`src/design/auto_rdi_regs.vh`:
```
// auto_rdi_regs.vh: register map, field positions and reset values
// assumes: included by the auto rdi control block and its testbench top
`ifndef AUTO_RDI_REGS_VH
`define AUTO_RDI_REGS_VH

// printed offsets are register indices; byte address is four times these
`define IDX_LINE_RDI_CTRL    8'h08
`define IDX_AUTO_PATH_RDI    8'h09
`define IDX_AUTO_ENH_RDI     8'h0a
`define IDX_RX_RDI_ENH       8'h0b
`define IDX_MASTER_CTRL      8'h0c
`define IDX_STATUS           8'h0d

// index field of the byte address
`define ADDR_IDX_HI          9
`define ADDR_IDX_LO          2

// reset values
`define RST_LINE_RDI_CTRL    8'h32
`define RST_AUTO_PATH_RDI    8'h3f
`define RST_AUTO_ENH_RDI     8'h11
`define RST_RX_RDI_ENH       8'h03
`define RST_MASTER_CTRL      8'h00

// line rdi control fields
`define F_SD_LINE            7
`define F_SF_LINE            6
// auto path rdi fields
`define F_LCD_P              7
`define F_ALRM_P             6
`define F_PAIS_P             5
`define F_SIGNAL_LABEL_MISMATCH_P             4
`define F_LOP_P              3
`define F_CONCAT_POINTER_LOSS_P           2
`define F_TIU_P              1
`define F_TIM_P              0
// auto enhanced rdi fields
`define F_LCD_E              7
`define F_NOALM_E            6
`define F_NOPAIS_E           5
`define F_SIGNAL_LABEL_MISMATCH_E             4
`define F_NOLOP_E            3
`define F_NOLOPCON_E         2
`define F_TIU_E              1
`define F_TIM_E              0
// receive rdi / enhanced rdi fields
`define F_CONCAT_PATH_AIS_P          7
`define F_NOPAISCON_E        6
`define F_ENH_MASTER         2
`define F_UNEQ_P             1
`define F_UNEQ_E             0
`define RX_RDI_ENH_MASK      8'hc7
// master control fields
`define F_AUTO_LINE          0
`define F_AUTO_PATH          1
`define MASTER_CTRL_MASK     8'h03

// g1 byte bit positions for the rdi field
`define G1_BIT5              5
`define G1_BIT6              6
`define G1_BIT7              7

// axi responses
`define RESP_OKAY            2'b00
`define RESP_SLVERR          2'b10

`endif

```
`src/design/auto_rdi_control.v`:
```
// auto_rdi_control.v: automatic line, path and enhanced path rdi decisions
// assumes: alarms come from synchronous detectors on aclk; frame_start is
// a one-cycle aclk pulse marking each transmit frame; axi4-lite on aclk.
// Notes on behaviour
// - signal fail enable inserts line rdi under master
// - signal degrade enable inserts line rdi under master
// - path rdi register drives g1 bit five
// - per-alarm path rdi enables, gated by master
// - los, lof or line ais raise path rdi
// - trace mismatch enhanced codes bit6 high bit7 low
// - trace unstable enhanced codes bit6 high bit7 low
// - label mismatch enhanced codes bit6 high bit7 low
// - cell delineation enhanced codes bit6 high bit7 low
// - enhanced enables idle while enhanced master low
// - disabled event never touches enhanced bits
// - concat pointer loss disable codes bit6 low bit7 high
// - pointer loss disable codes bit6 low bit7 high
// - path ais disable codes bit6 low bit7 high
// - line alarm disable codes bit6 low bit7 high
// - disable-class coding beats enable-class coding
// - disable bits low leave enable-class coding alone
// - enhanced master gates all enhanced insertion
// - unequipped enhanced codes bit6 high bit7 low
// - concat path ais disable codes bit6 low bit7 high
// - unequipped enable asserts path rdi
`timescale 1ns/1ps
`include "auto_rdi_regs.vh"

module auto_rdi_control (
  // clock, enable, reset
  input  wire        aclk,
  input  wire        clk_en,
  input  wire        aresetn,
  // axi4-lite write address
  input  wire [31:0] s_axi_awaddr,
  input  wire        s_axi_awvalid,
  output wire        s_axi_awready,
  // axi4-lite write data
  input  wire [31:0] s_axi_wdata,
  input  wire [3:0]  s_axi_wstrb,
  input  wire        s_axi_wvalid,
  output wire        s_axi_wready,
  // axi4-lite write response
  output reg  [1:0]  s_axi_bresp,
  output reg         s_axi_bvalid,
  input  wire        s_axi_bready,
  // axi4-lite read address
  input  wire [31:0] s_axi_araddr,
  input  wire        s_axi_arvalid,
  output wire        s_axi_arready,
  // axi4-lite read data
  output reg  [31:0] s_axi_rdata,
  output reg  [1:0]  s_axi_rresp,
  output reg         s_axi_rvalid,
  input  wire        s_axi_rready,
  // frame timing from the transmit side
  input  wire        frame_start,
  // receive alarms, levels
  input  wire        sf_ber_alarm,
  input  wire        sd_ber_alarm,
  input  wire        los_alarm,
  input  wire        lof_alarm,
  input  wire        line_ais_alarm,
  input  wire        trace_mismatch,
  input  wire        trace_unstable,
  input  wire        concat_pointer_loss,
  input  wire        pointer_loss,
  input  wire        signal_label_mismatch,
  input  wire        path_ais_alarm,
  input  wire        concat_path_ais,
  input  wire        cell_delineation_loss,
  input  wire        label_unequipped,
  // decisions toward the transmit overhead processors
  output reg         line_rdi_insert,
  output reg  [2:0]  g1_rdi_bits
);

  // software registers
  reg  [7:0] line_ctrl_ff;            // line rdi enables
  reg  [7:0] path_ctrl_ff;            // path rdi enables
  reg  [7:0] enh_ctrl_ff;             // enhanced enables and disables
  reg  [7:0] rx_enh_ff;               // concat, unequipped, enhanced master
  reg  [7:0] master_ff;               // auto line / auto path masters

  // write channel capture, either order accepted
  reg        aw_held_ff;              // write address taken
  reg  [7:0] aw_idx_ff;               // its register index
  reg        w_held_ff;               // write data taken
  reg  [7:0] w_data_ff;               // low byte of data
  reg        w_strb_ff;               // lane 0 strobe

  // combinational decisions
  reg        nxt_line_rdi;
  reg  [2:0] nxt_g1;
  reg        path_cause;
  reg        enh_enable_hit;
  reg        enh_disable_hit;
  reg  [31:0] rd_word;
  reg        rd_ok;

  wire       line_alarm_any;          // los or lof or line ais
  wire [7:0] ar_idx;
  wire       wr_fire;
  wire       wr_ok;

  assign line_alarm_any = los_alarm | lof_alarm | line_ais_alarm;
  assign ar_idx = s_axi_araddr[`ADDR_IDX_HI:`ADDR_IDX_LO];

  // one write at a time: stop taking until response is accepted
  assign s_axi_awready = ~aw_held_ff & ~s_axi_bvalid;
  assign s_axi_wready  = ~w_held_ff & ~s_axi_bvalid;
  assign s_axi_arready = ~s_axi_rvalid;
  assign wr_fire = aw_held_ff & w_held_ff & ~s_axi_bvalid;
  assign wr_ok = (aw_idx_ff == `IDX_LINE_RDI_CTRL) |
                 (aw_idx_ff == `IDX_AUTO_PATH_RDI) |
                 (aw_idx_ff == `IDX_AUTO_ENH_RDI) |
                 (aw_idx_ff == `IDX_RX_RDI_ENH) |
                 (aw_idx_ff == `IDX_MASTER_CTRL) |
                 (aw_idx_ff == `IDX_STATUS);

  // rdi decision logic from current alarm levels
  always @* begin
    // line rdi, only under the auto line master
    nxt_line_rdi = master_ff[`F_AUTO_LINE] &
      ((line_ctrl_ff[`F_SF_LINE] & sf_ber_alarm) |
       (line_ctrl_ff[`F_SD_LINE] & sd_ber_alarm));
    // any enabled path cause
    path_cause =
      (path_ctrl_ff[`F_TIM_P]    & trace_mismatch) |
      (path_ctrl_ff[`F_TIU_P]    & trace_unstable) |
      (path_ctrl_ff[`F_CONCAT_POINTER_LOSS_P] & concat_pointer_loss) |
      (path_ctrl_ff[`F_LOP_P]    & pointer_loss) |
      (path_ctrl_ff[`F_SIGNAL_LABEL_MISMATCH_P]   & signal_label_mismatch) |
      (path_ctrl_ff[`F_PAIS_P]   & path_ais_alarm) |
      (path_ctrl_ff[`F_LCD_P]    & cell_delineation_loss) |
      (path_ctrl_ff[`F_ALRM_P]   & line_alarm_any) |
      (rx_enh_ff[`F_CONCAT_PATH_AIS_P]   & concat_path_ais) |
      (rx_enh_ff[`F_UNEQ_P]      & label_unequipped);
    // disable-class events, each only when its bit is set
    enh_disable_hit =
      (enh_ctrl_ff[`F_NOLOPCON_E] & concat_pointer_loss) |
      (enh_ctrl_ff[`F_NOLOP_E]    & pointer_loss) |
      (enh_ctrl_ff[`F_NOPAIS_E]   & path_ais_alarm) |
      (enh_ctrl_ff[`F_NOALM_E]    & line_alarm_any) |
      (rx_enh_ff[`F_NOPAISCON_E]  & concat_path_ais);
    // enable-class events, gated per enable
    enh_enable_hit =
      (enh_ctrl_ff[`F_TIM_E]  & trace_mismatch) |
      (enh_ctrl_ff[`F_TIU_E]  & trace_unstable) |
      (enh_ctrl_ff[`F_SIGNAL_LABEL_MISMATCH_E] & signal_label_mismatch) |
      (enh_ctrl_ff[`F_LCD_E]  & cell_delineation_loss) |
      (rx_enh_ff[`F_UNEQ_E]   & label_unequipped);
    nxt_g1 = 3'h0;
    // path rdi bit under the auto path master
    nxt_g1[0] = master_ff[`F_AUTO_PATH] & path_cause;
    if (rx_enh_ff[`F_ENH_MASTER]) begin
      if (enh_disable_hit) begin
        // disable class wins over any enable-class request
        nxt_g1[1] = 1'b0;
        nxt_g1[2] = 1'b1;
      end else if (enh_enable_hit) begin
        // several enable-class events still give one coding
        nxt_g1[1] = 1'b1;
        nxt_g1[2] = 1'b0;
      end
    end
    // master low: enhanced bits stay zero, enables inert
    // an enable that is low contributes nothing above
  end

  // decisions latched at frame boundaries so g1 never changes mid-frame
  always @(posedge aclk) begin
    if (!aresetn) begin
      line_rdi_insert <= 1'b0;
      g1_rdi_bits     <= 3'h0;
    end else if (clk_en && frame_start) begin
      line_rdi_insert <= nxt_line_rdi;
      g1_rdi_bits     <= nxt_g1;
    end
  end

  // write path: capture address and data, then commit together
  always @(posedge aclk) begin
    if (!aresetn) begin
      aw_held_ff   <= 1'b0;
      aw_idx_ff    <= 8'h00;
      w_held_ff    <= 1'b0;
      w_data_ff    <= 8'h00;
      w_strb_ff    <= 1'b0;
      s_axi_bvalid <= 1'b0;
      s_axi_bresp  <= `RESP_OKAY;
      line_ctrl_ff <= `RST_LINE_RDI_CTRL;
      path_ctrl_ff <= `RST_AUTO_PATH_RDI;
      enh_ctrl_ff  <= `RST_AUTO_ENH_RDI;
      rx_enh_ff    <= `RST_RX_RDI_ENH;
      master_ff    <= `RST_MASTER_CTRL;
    end else if (clk_en) begin
      // address channel
      if (s_axi_awvalid && s_axi_awready) begin
        aw_held_ff <= 1'b1;
        aw_idx_ff  <= s_axi_awaddr[`ADDR_IDX_HI:`ADDR_IDX_LO];
      end
      // data channel
      if (s_axi_wvalid && s_axi_wready) begin
        w_held_ff <= 1'b1;
        w_data_ff <= s_axi_wdata[7:0];
        w_strb_ff <= s_axi_wstrb[0];
      end
      // commit and respond
      if (wr_fire) begin
        aw_held_ff   <= 1'b0;
        w_held_ff    <= 1'b0;
        s_axi_bvalid <= 1'b1;
        s_axi_bresp  <= wr_ok ? `RESP_OKAY : `RESP_SLVERR;
        if (w_strb_ff) begin
          // only lane 0 carries register bits; status is read-only
          case (aw_idx_ff)
            `IDX_LINE_RDI_CTRL: line_ctrl_ff <= w_data_ff;
            `IDX_AUTO_PATH_RDI: path_ctrl_ff <= w_data_ff;
            `IDX_AUTO_ENH_RDI:  enh_ctrl_ff  <= w_data_ff;
            `IDX_RX_RDI_ENH:
              rx_enh_ff <= w_data_ff & `RX_RDI_ENH_MASK;
            `IDX_MASTER_CTRL:
              master_ff <= w_data_ff & `MASTER_CTRL_MASK;
            default: ;
          endcase
        end
      end else if (s_axi_bvalid && s_axi_bready) begin
        s_axi_bvalid <= 1'b0;
      end
    end
  end

  // read mux, unused bits read zero
  always @* begin
    rd_word = 32'h0000_0000;
    rd_ok   = 1'b1;
    case (ar_idx)
      `IDX_LINE_RDI_CTRL: rd_word[7:0] = line_ctrl_ff;
      `IDX_AUTO_PATH_RDI: rd_word[7:0] = path_ctrl_ff;
      `IDX_AUTO_ENH_RDI:  rd_word[7:0] = enh_ctrl_ff;
      `IDX_RX_RDI_ENH:    rd_word[7:0] = rx_enh_ff;
      `IDX_MASTER_CTRL:   rd_word[7:0] = master_ff;
      // live decisions: bit 3 line rdi, bits 2:0 g1 bits 7..5
      `IDX_STATUS:        rd_word[3:0] = {line_rdi_insert, g1_rdi_bits};
      default:            rd_ok = 1'b0;
    endcase
  end

  // read path: one cycle to data, held until rready
  always @(posedge aclk) begin
    if (!aresetn) begin
      s_axi_rvalid <= 1'b0;
      s_axi_rdata  <= 32'h0000_0000;
      s_axi_rresp  <= `RESP_OKAY;
    end else if (clk_en) begin
      if (s_axi_arvalid && s_axi_arready) begin
        s_axi_rvalid <= 1'b1;
        s_axi_rdata  <= rd_word;
        s_axi_rresp  <= rd_ok ? `RESP_OKAY : `RESP_SLVERR;
      end else if (s_axi_rvalid && s_axi_rready) begin
        s_axi_rvalid <= 1'b0;
      end
    end
  end

endmodule // auto_rdi_control

```
`config.mk`:
```
export PLATFORM = sky130hd
export DESIGN_NAME = auto_rdi_control
export DESIGN_NICKNAME = d
export VERILOG_FILES = /design/src/design/auto_rdi_control.v
export VERILOG_INCLUDE_DIRS = /design/src /design/src/design
export SDC_FILE = /design/constraint.sdc
export NUM_CORES = 1
export LEC_CHECK = 0
export BUFFER_PORTS_ARGS = -buffer_cell sky130_fd_sc_hd__buf_2
export CAP_MARGIN = 15
export CORE_UTILIZATION = 41
export DETAILED_ROUTE_END_ITERATION = 10
export GPL_TIMING_DRIVEN = 1
export PLACE_DENSITY_LB_ADDON = 0.05
export SYNTH_ARGS = -nofsm -noshare
export SYNTH_HDL_FRONTEND = slang
export SYNTH_SLANG_ARGS = --single-unit
```
`constraint.sdc`:
```
create_clock -name aclk -period 1.6 [get_ports aclk]
set_input_delay 0.32 -clock aclk [delete_from_list [all_inputs] [get_ports aclk]]
set_output_delay 0.32 -clock aclk [all_outputs]
set_load 0.01 [all_outputs]
```
==> results.md <==
- The flow ran to the end, and the final reports show no timing, DRC or antenna violations.
- The all-layer global routing usage is 0.191.
- The die is 90.5 um wide.
- Entering global routing, the biggest net connects 30 pins.
- The routed design uses 3.22 mm of met2 wire.
- The cell area that synthesis handed to floorplanning was around 3200 um^2.
- The initial antenna violation count is 0.
- The number of routed nets with antenna violations is 0.
- The share of synthesized flip-flops with an asynchronous set or reset is 0.
- The highest achievable clock rate is 671 MHz.
- The share of total power dissipated in sequential elements is 0.494.
- The setup-violating endpoint count in the final report is 0.
- After clock tree synthesis, the clock-pin slew on the worst setup and hold paths is 0.07 ns.
- The number of synthesized register bits is 66.
- Detailed placement ended at an HPWL of 5.65 mm.
- After the first detailed-routing iteration, the DRC count stood at 91.
- The repair_antennas step left the layout with diodes totalling 0.
- For this run, the number of Yosys warnings is 0.
- For this block, the routed nets add up to 7.45 mm of wire.
- Of the cells placed in the final design, the portion with a size suffix greater than 1 is 0.278.
- Across the VDD grid, the largest voltage drop is 562 uV.
- The clock arrives with 0.00843 ns of skew.
- The initial core utilization is 0.434.
- The synthesized design contains 0 enable-type register cells.
- The endpoint kind of the worst setup timing path is a flop.
- For this run, design rule violations remaining after detail routing come to 0.
- Of all nets on the critical path, the largest fanout is 8.
- The CTS tree is done.
- The worst path in the final design needs a cycle of roughly 1.5 ns, including I/O delays and setup.
- The number of global-route vias before repair is 2383.
- The internal power of the cells is about 2.6 mW.
- The switching portion of total power is 0.237.
- The first TritonRoute pass finished after 4 iterations.
- Once the clock tree was built, the resizer swapped 0 gates to a different size.
- The final standard cell count with taps included and fillers excluded is 516.
- The clock net in this run drives a total of 66 sinks.
- The number of vias after detailed routing is approximately 2500.
- The number of buffers inserted to repair setup after CTS is 0.
- Across the run, the number of max-cap violations was 0.
- Global routing finished with a remaining overflow of 0.
- The H-tree was split into 3 levels.
- For this run, the register share of the synthesized area comes to 0.411.
- In the finished design, the share of the clock period the worst path needs comes to 0.932.
- The count of fill cells added during filler insertion is 733.
- Clock latency on the worst-skew pair, taken at its later pin, is 0.34 ns.
- The leakage power of the design is 1.84 nW.
- The routed design uses 414 um of met3 wire.
- The area of the die is 8200 um^2.
- Among all stages on the critical path, the largest delay is contributed by sky130_fd_sc_hd__dfxtp_1.
- Measured on the finished design, the core utilization comes to 0.527.
- The final max-slew violation count is 0.
- The core area is 7410 um^2.
- Routed signal wires occupy layers up through met4.
- The part of the total power dissipated in combinational logic is 0.100.
- In this run the most critical hold path is launched from s_axi_wstrb[0].
- The start point of the critical path is aw_idx_ff[1]$_SDFFE_PN0P_.
- Setup repair after global routing left no endpoint under its margin.
- The power per unit of standard cell area is approximately 890 nW/um^2.
- The maximum count of clock buffers along a single path is 2.
- The type of the tightest min-delay check is in2reg.
- For this design the total switching power over the nets is 0.821 mW.
- The detailed-route vias per instance is roughly 5.
- Including well taps, the total number of placed cells is 500.
- The final hold violation count came to 0.
- The wire length of the first global-routing pass is around 12 mm.
- The path type of the worst setup path is reg2reg.
- The worst endpoint required time is 1.83 ns.
- The startpoint kind of the worst setup timing path is a flop.
- In the layout the commonest cells are 66 x sky130_fd_sc_hd__dfxtp_1, 66 x sky130_fd_sc_hd__buf_2, 47 x sky130_fd_sc_hd__nand2_1.
- The length of routed wiring on met1 is between 3 and 4 mm.
- The count of different cell masters after synthesis is 42.
- The number of clock buffers added by TritonCTS is 9.
- Relative to the synthesized area, the layout overhead comes to 21.4%.
- The data arrival time at the worst-slack endpoint is 1.72 ns.
- Synthesis produced 331 cells.
- Hold repair after CTS inserted 0 buffers.
- The mean post-synth cell area is 9.71 um^2.
- The cell row count is 31.
- The cell sitting at the root of the clock tree is a sky130_fd_sc_hd__clkbuf_8.
- Of the total power, the clock network draws 0.406.
- The longest individual stage delay on the worst path is roughly 0.36 ns.
- In the final routed layout, each cell accounts on average for 14.4 um.
- The predominant post-synthesis flop cell is sky130_fd_sc_hd__dfxtp_1.
- roughly 170 I/O pins were placed.
- The number of nets in the finished design is roughly 540.
- The floorplan step set the die height to 90.5 um.
- The total of buffers placed on input and output ports is between 60 and 70.
- The beginning of the worst register-to-register path is aw_idx_ff[1]$_SDFFE_PN0P_.
- Traced cell by cell, the critical path runs through nor4b_1 > buf_4 > nand4_4 > mux2i_1 > nand2_1.
- At the end of routability-driven placement, the weighted congestion stood at 0.781.
-- per-stage QoR --
step                power [mW]  hold WS (ns)  cell area, um^2  worst slack, ns  setup TNS [ns]
floorplan                 1.99         0.440             3310           0.0449               0
global placement          2.09         0.444             3700          -0.0248         -0.0317
global route              3.62         0.217             3900         0.000393               0
finish                    3.46         0.222             3900            0.109               0
detailed placement        2.10         0.444             3700          -0.0275         -0.0448
CTS                       3.51         0.212             3900           0.0851               0
-- worst paths after layout --
path / end / slack (ns) / depth (start not counted)
min: w_strb_ff$_SDFFE_PN0P_ / 0.22 / 3
max: line_ctrl_ff[5]$_SDFFE_PN1P_ / 0.11 / 5
max reg2reg: line_ctrl_ff[5]$_SDFFE_PN1P_ / 0.11 / 5
min reg2reg: s_axi_rdata[2]$_SDFFE_PN0P_ / 0.45 / 2
-- cells in the mapped netlist, types with 3 or more instances --
master	instances	area [um^2]
sky130_fd_sc_hd__a21boi_0	13	97.6
sky130_fd_sc_hd__a21oi_1	7	35.0
sky130_fd_sc_hd__a22oi_1	6	45.0
sky130_fd_sc_hd__and4b_1	3	30.0
sky130_fd_sc_hd__buf_2	6	30.0
sky130_fd_sc_hd__buf_4	26	195
sky130_fd_sc_hd__clkbuf_1	10	37.5
sky130_fd_sc_hd__dfxtp_1	66	1320
sky130_fd_sc_hd__mux2i_1	46	460
sky130_fd_sc_hd__mux4_2	4	90.1
sky130_fd_sc_hd__nand2_1	47	176
sky130_fd_sc_hd__nand3_1	7	35.0
sky130_fd_sc_hd__nand4_1	3	18.8
sky130_fd_sc_hd__nand4_2	3	37.5
sky130_fd_sc_hd__nor2_1	8	30.0
sky130_fd_sc_hd__nor2b_1	28	175
sky130_fd_sc_hd__nor3_1	4	20.0
sky130_fd_sc_hd__nor4bb_1	5	50.1
sky130_fd_sc_hd__o21ai_0	8	40.0
sky130_fd_sc_hd__o31ai_1	3	22.5
-- cells by family (layout without fill, tap and decap cells) --
| logic type | after synthesis | in the layout | synth area share |
|---|---|---|---|
| and+or+nand+nor | 121 | 121 | 0.220 |
| DFF | 66 | 66 | 0.411 |
| muxes | 50 | 50 | 0.171 |
| AOI/OAI and AO/OA | 48 | 48 | 0.111 |
| buffers and inverters | 45 | 106 | 0.0852 |
| other | 1 | 26 | 0.00117 |
-- layout make-up --
| type | instances | area [um^2] | area share |
|---|---|---|---|
| Multi-Input combinational cell | 245 | 1720 | 0.441 |
| Sequential cell | 66 | 1320 | 0.339 |
| Timing Repair Buffer | 88 | 533 | 0.137 |
| Clock buffer | 14 | 163 | 0.0417 |
| Tap cell | 99 | 124 | 0.0317 |
| Clock inverter | 2 | 35.0 | 0.00898 |
| Inverter | 2 | 7.51 | 0.00192 |
-- power by group through the flow --
stage / Combinational, mW / Clock (mW) / Sequential, mW
after CTS: 0.349 / 1.45 / 1.71
after global routing: 0.382 / 1.53 / 1.71
after floorplan: 0.245 / 0 / 1.74
final: 0.347 / 1.40 / 1.71
after detailed placement: 0.348 / 0 / 1.75
after global placement: 0.345 / 0 / 1.75
-- routing by layer --
layer  vias up  track usage
met2        80        0.284
met4         0       0.0766
li1       1289            -
met3         4       0.0446
met5         -            0
met1      1139        0.264
-- registers in the layout (all words and copies together), names as in the netlist, 2 cells and up --
register / count
aw_idx_ff: 8
enh_ctrl_ff: 8
g1_rdi_bits: 3
line_ctrl_ff: 8
master_ff: 2
path_ctrl_ff: 8
rx_enh_ff: 5
s_axi_rdata: 8
w_data_ff: 8
-- worst max-delay path, delay by kind of cell (launching register included) --
family,cells,cell delay (ns)
buffers and inverters,1,0.17
flip-flops,1,0.36
multiplexers,1,0.23
AND/OR/NAND/NOR,3,0.61
Power figures use the tool's default switching activity.
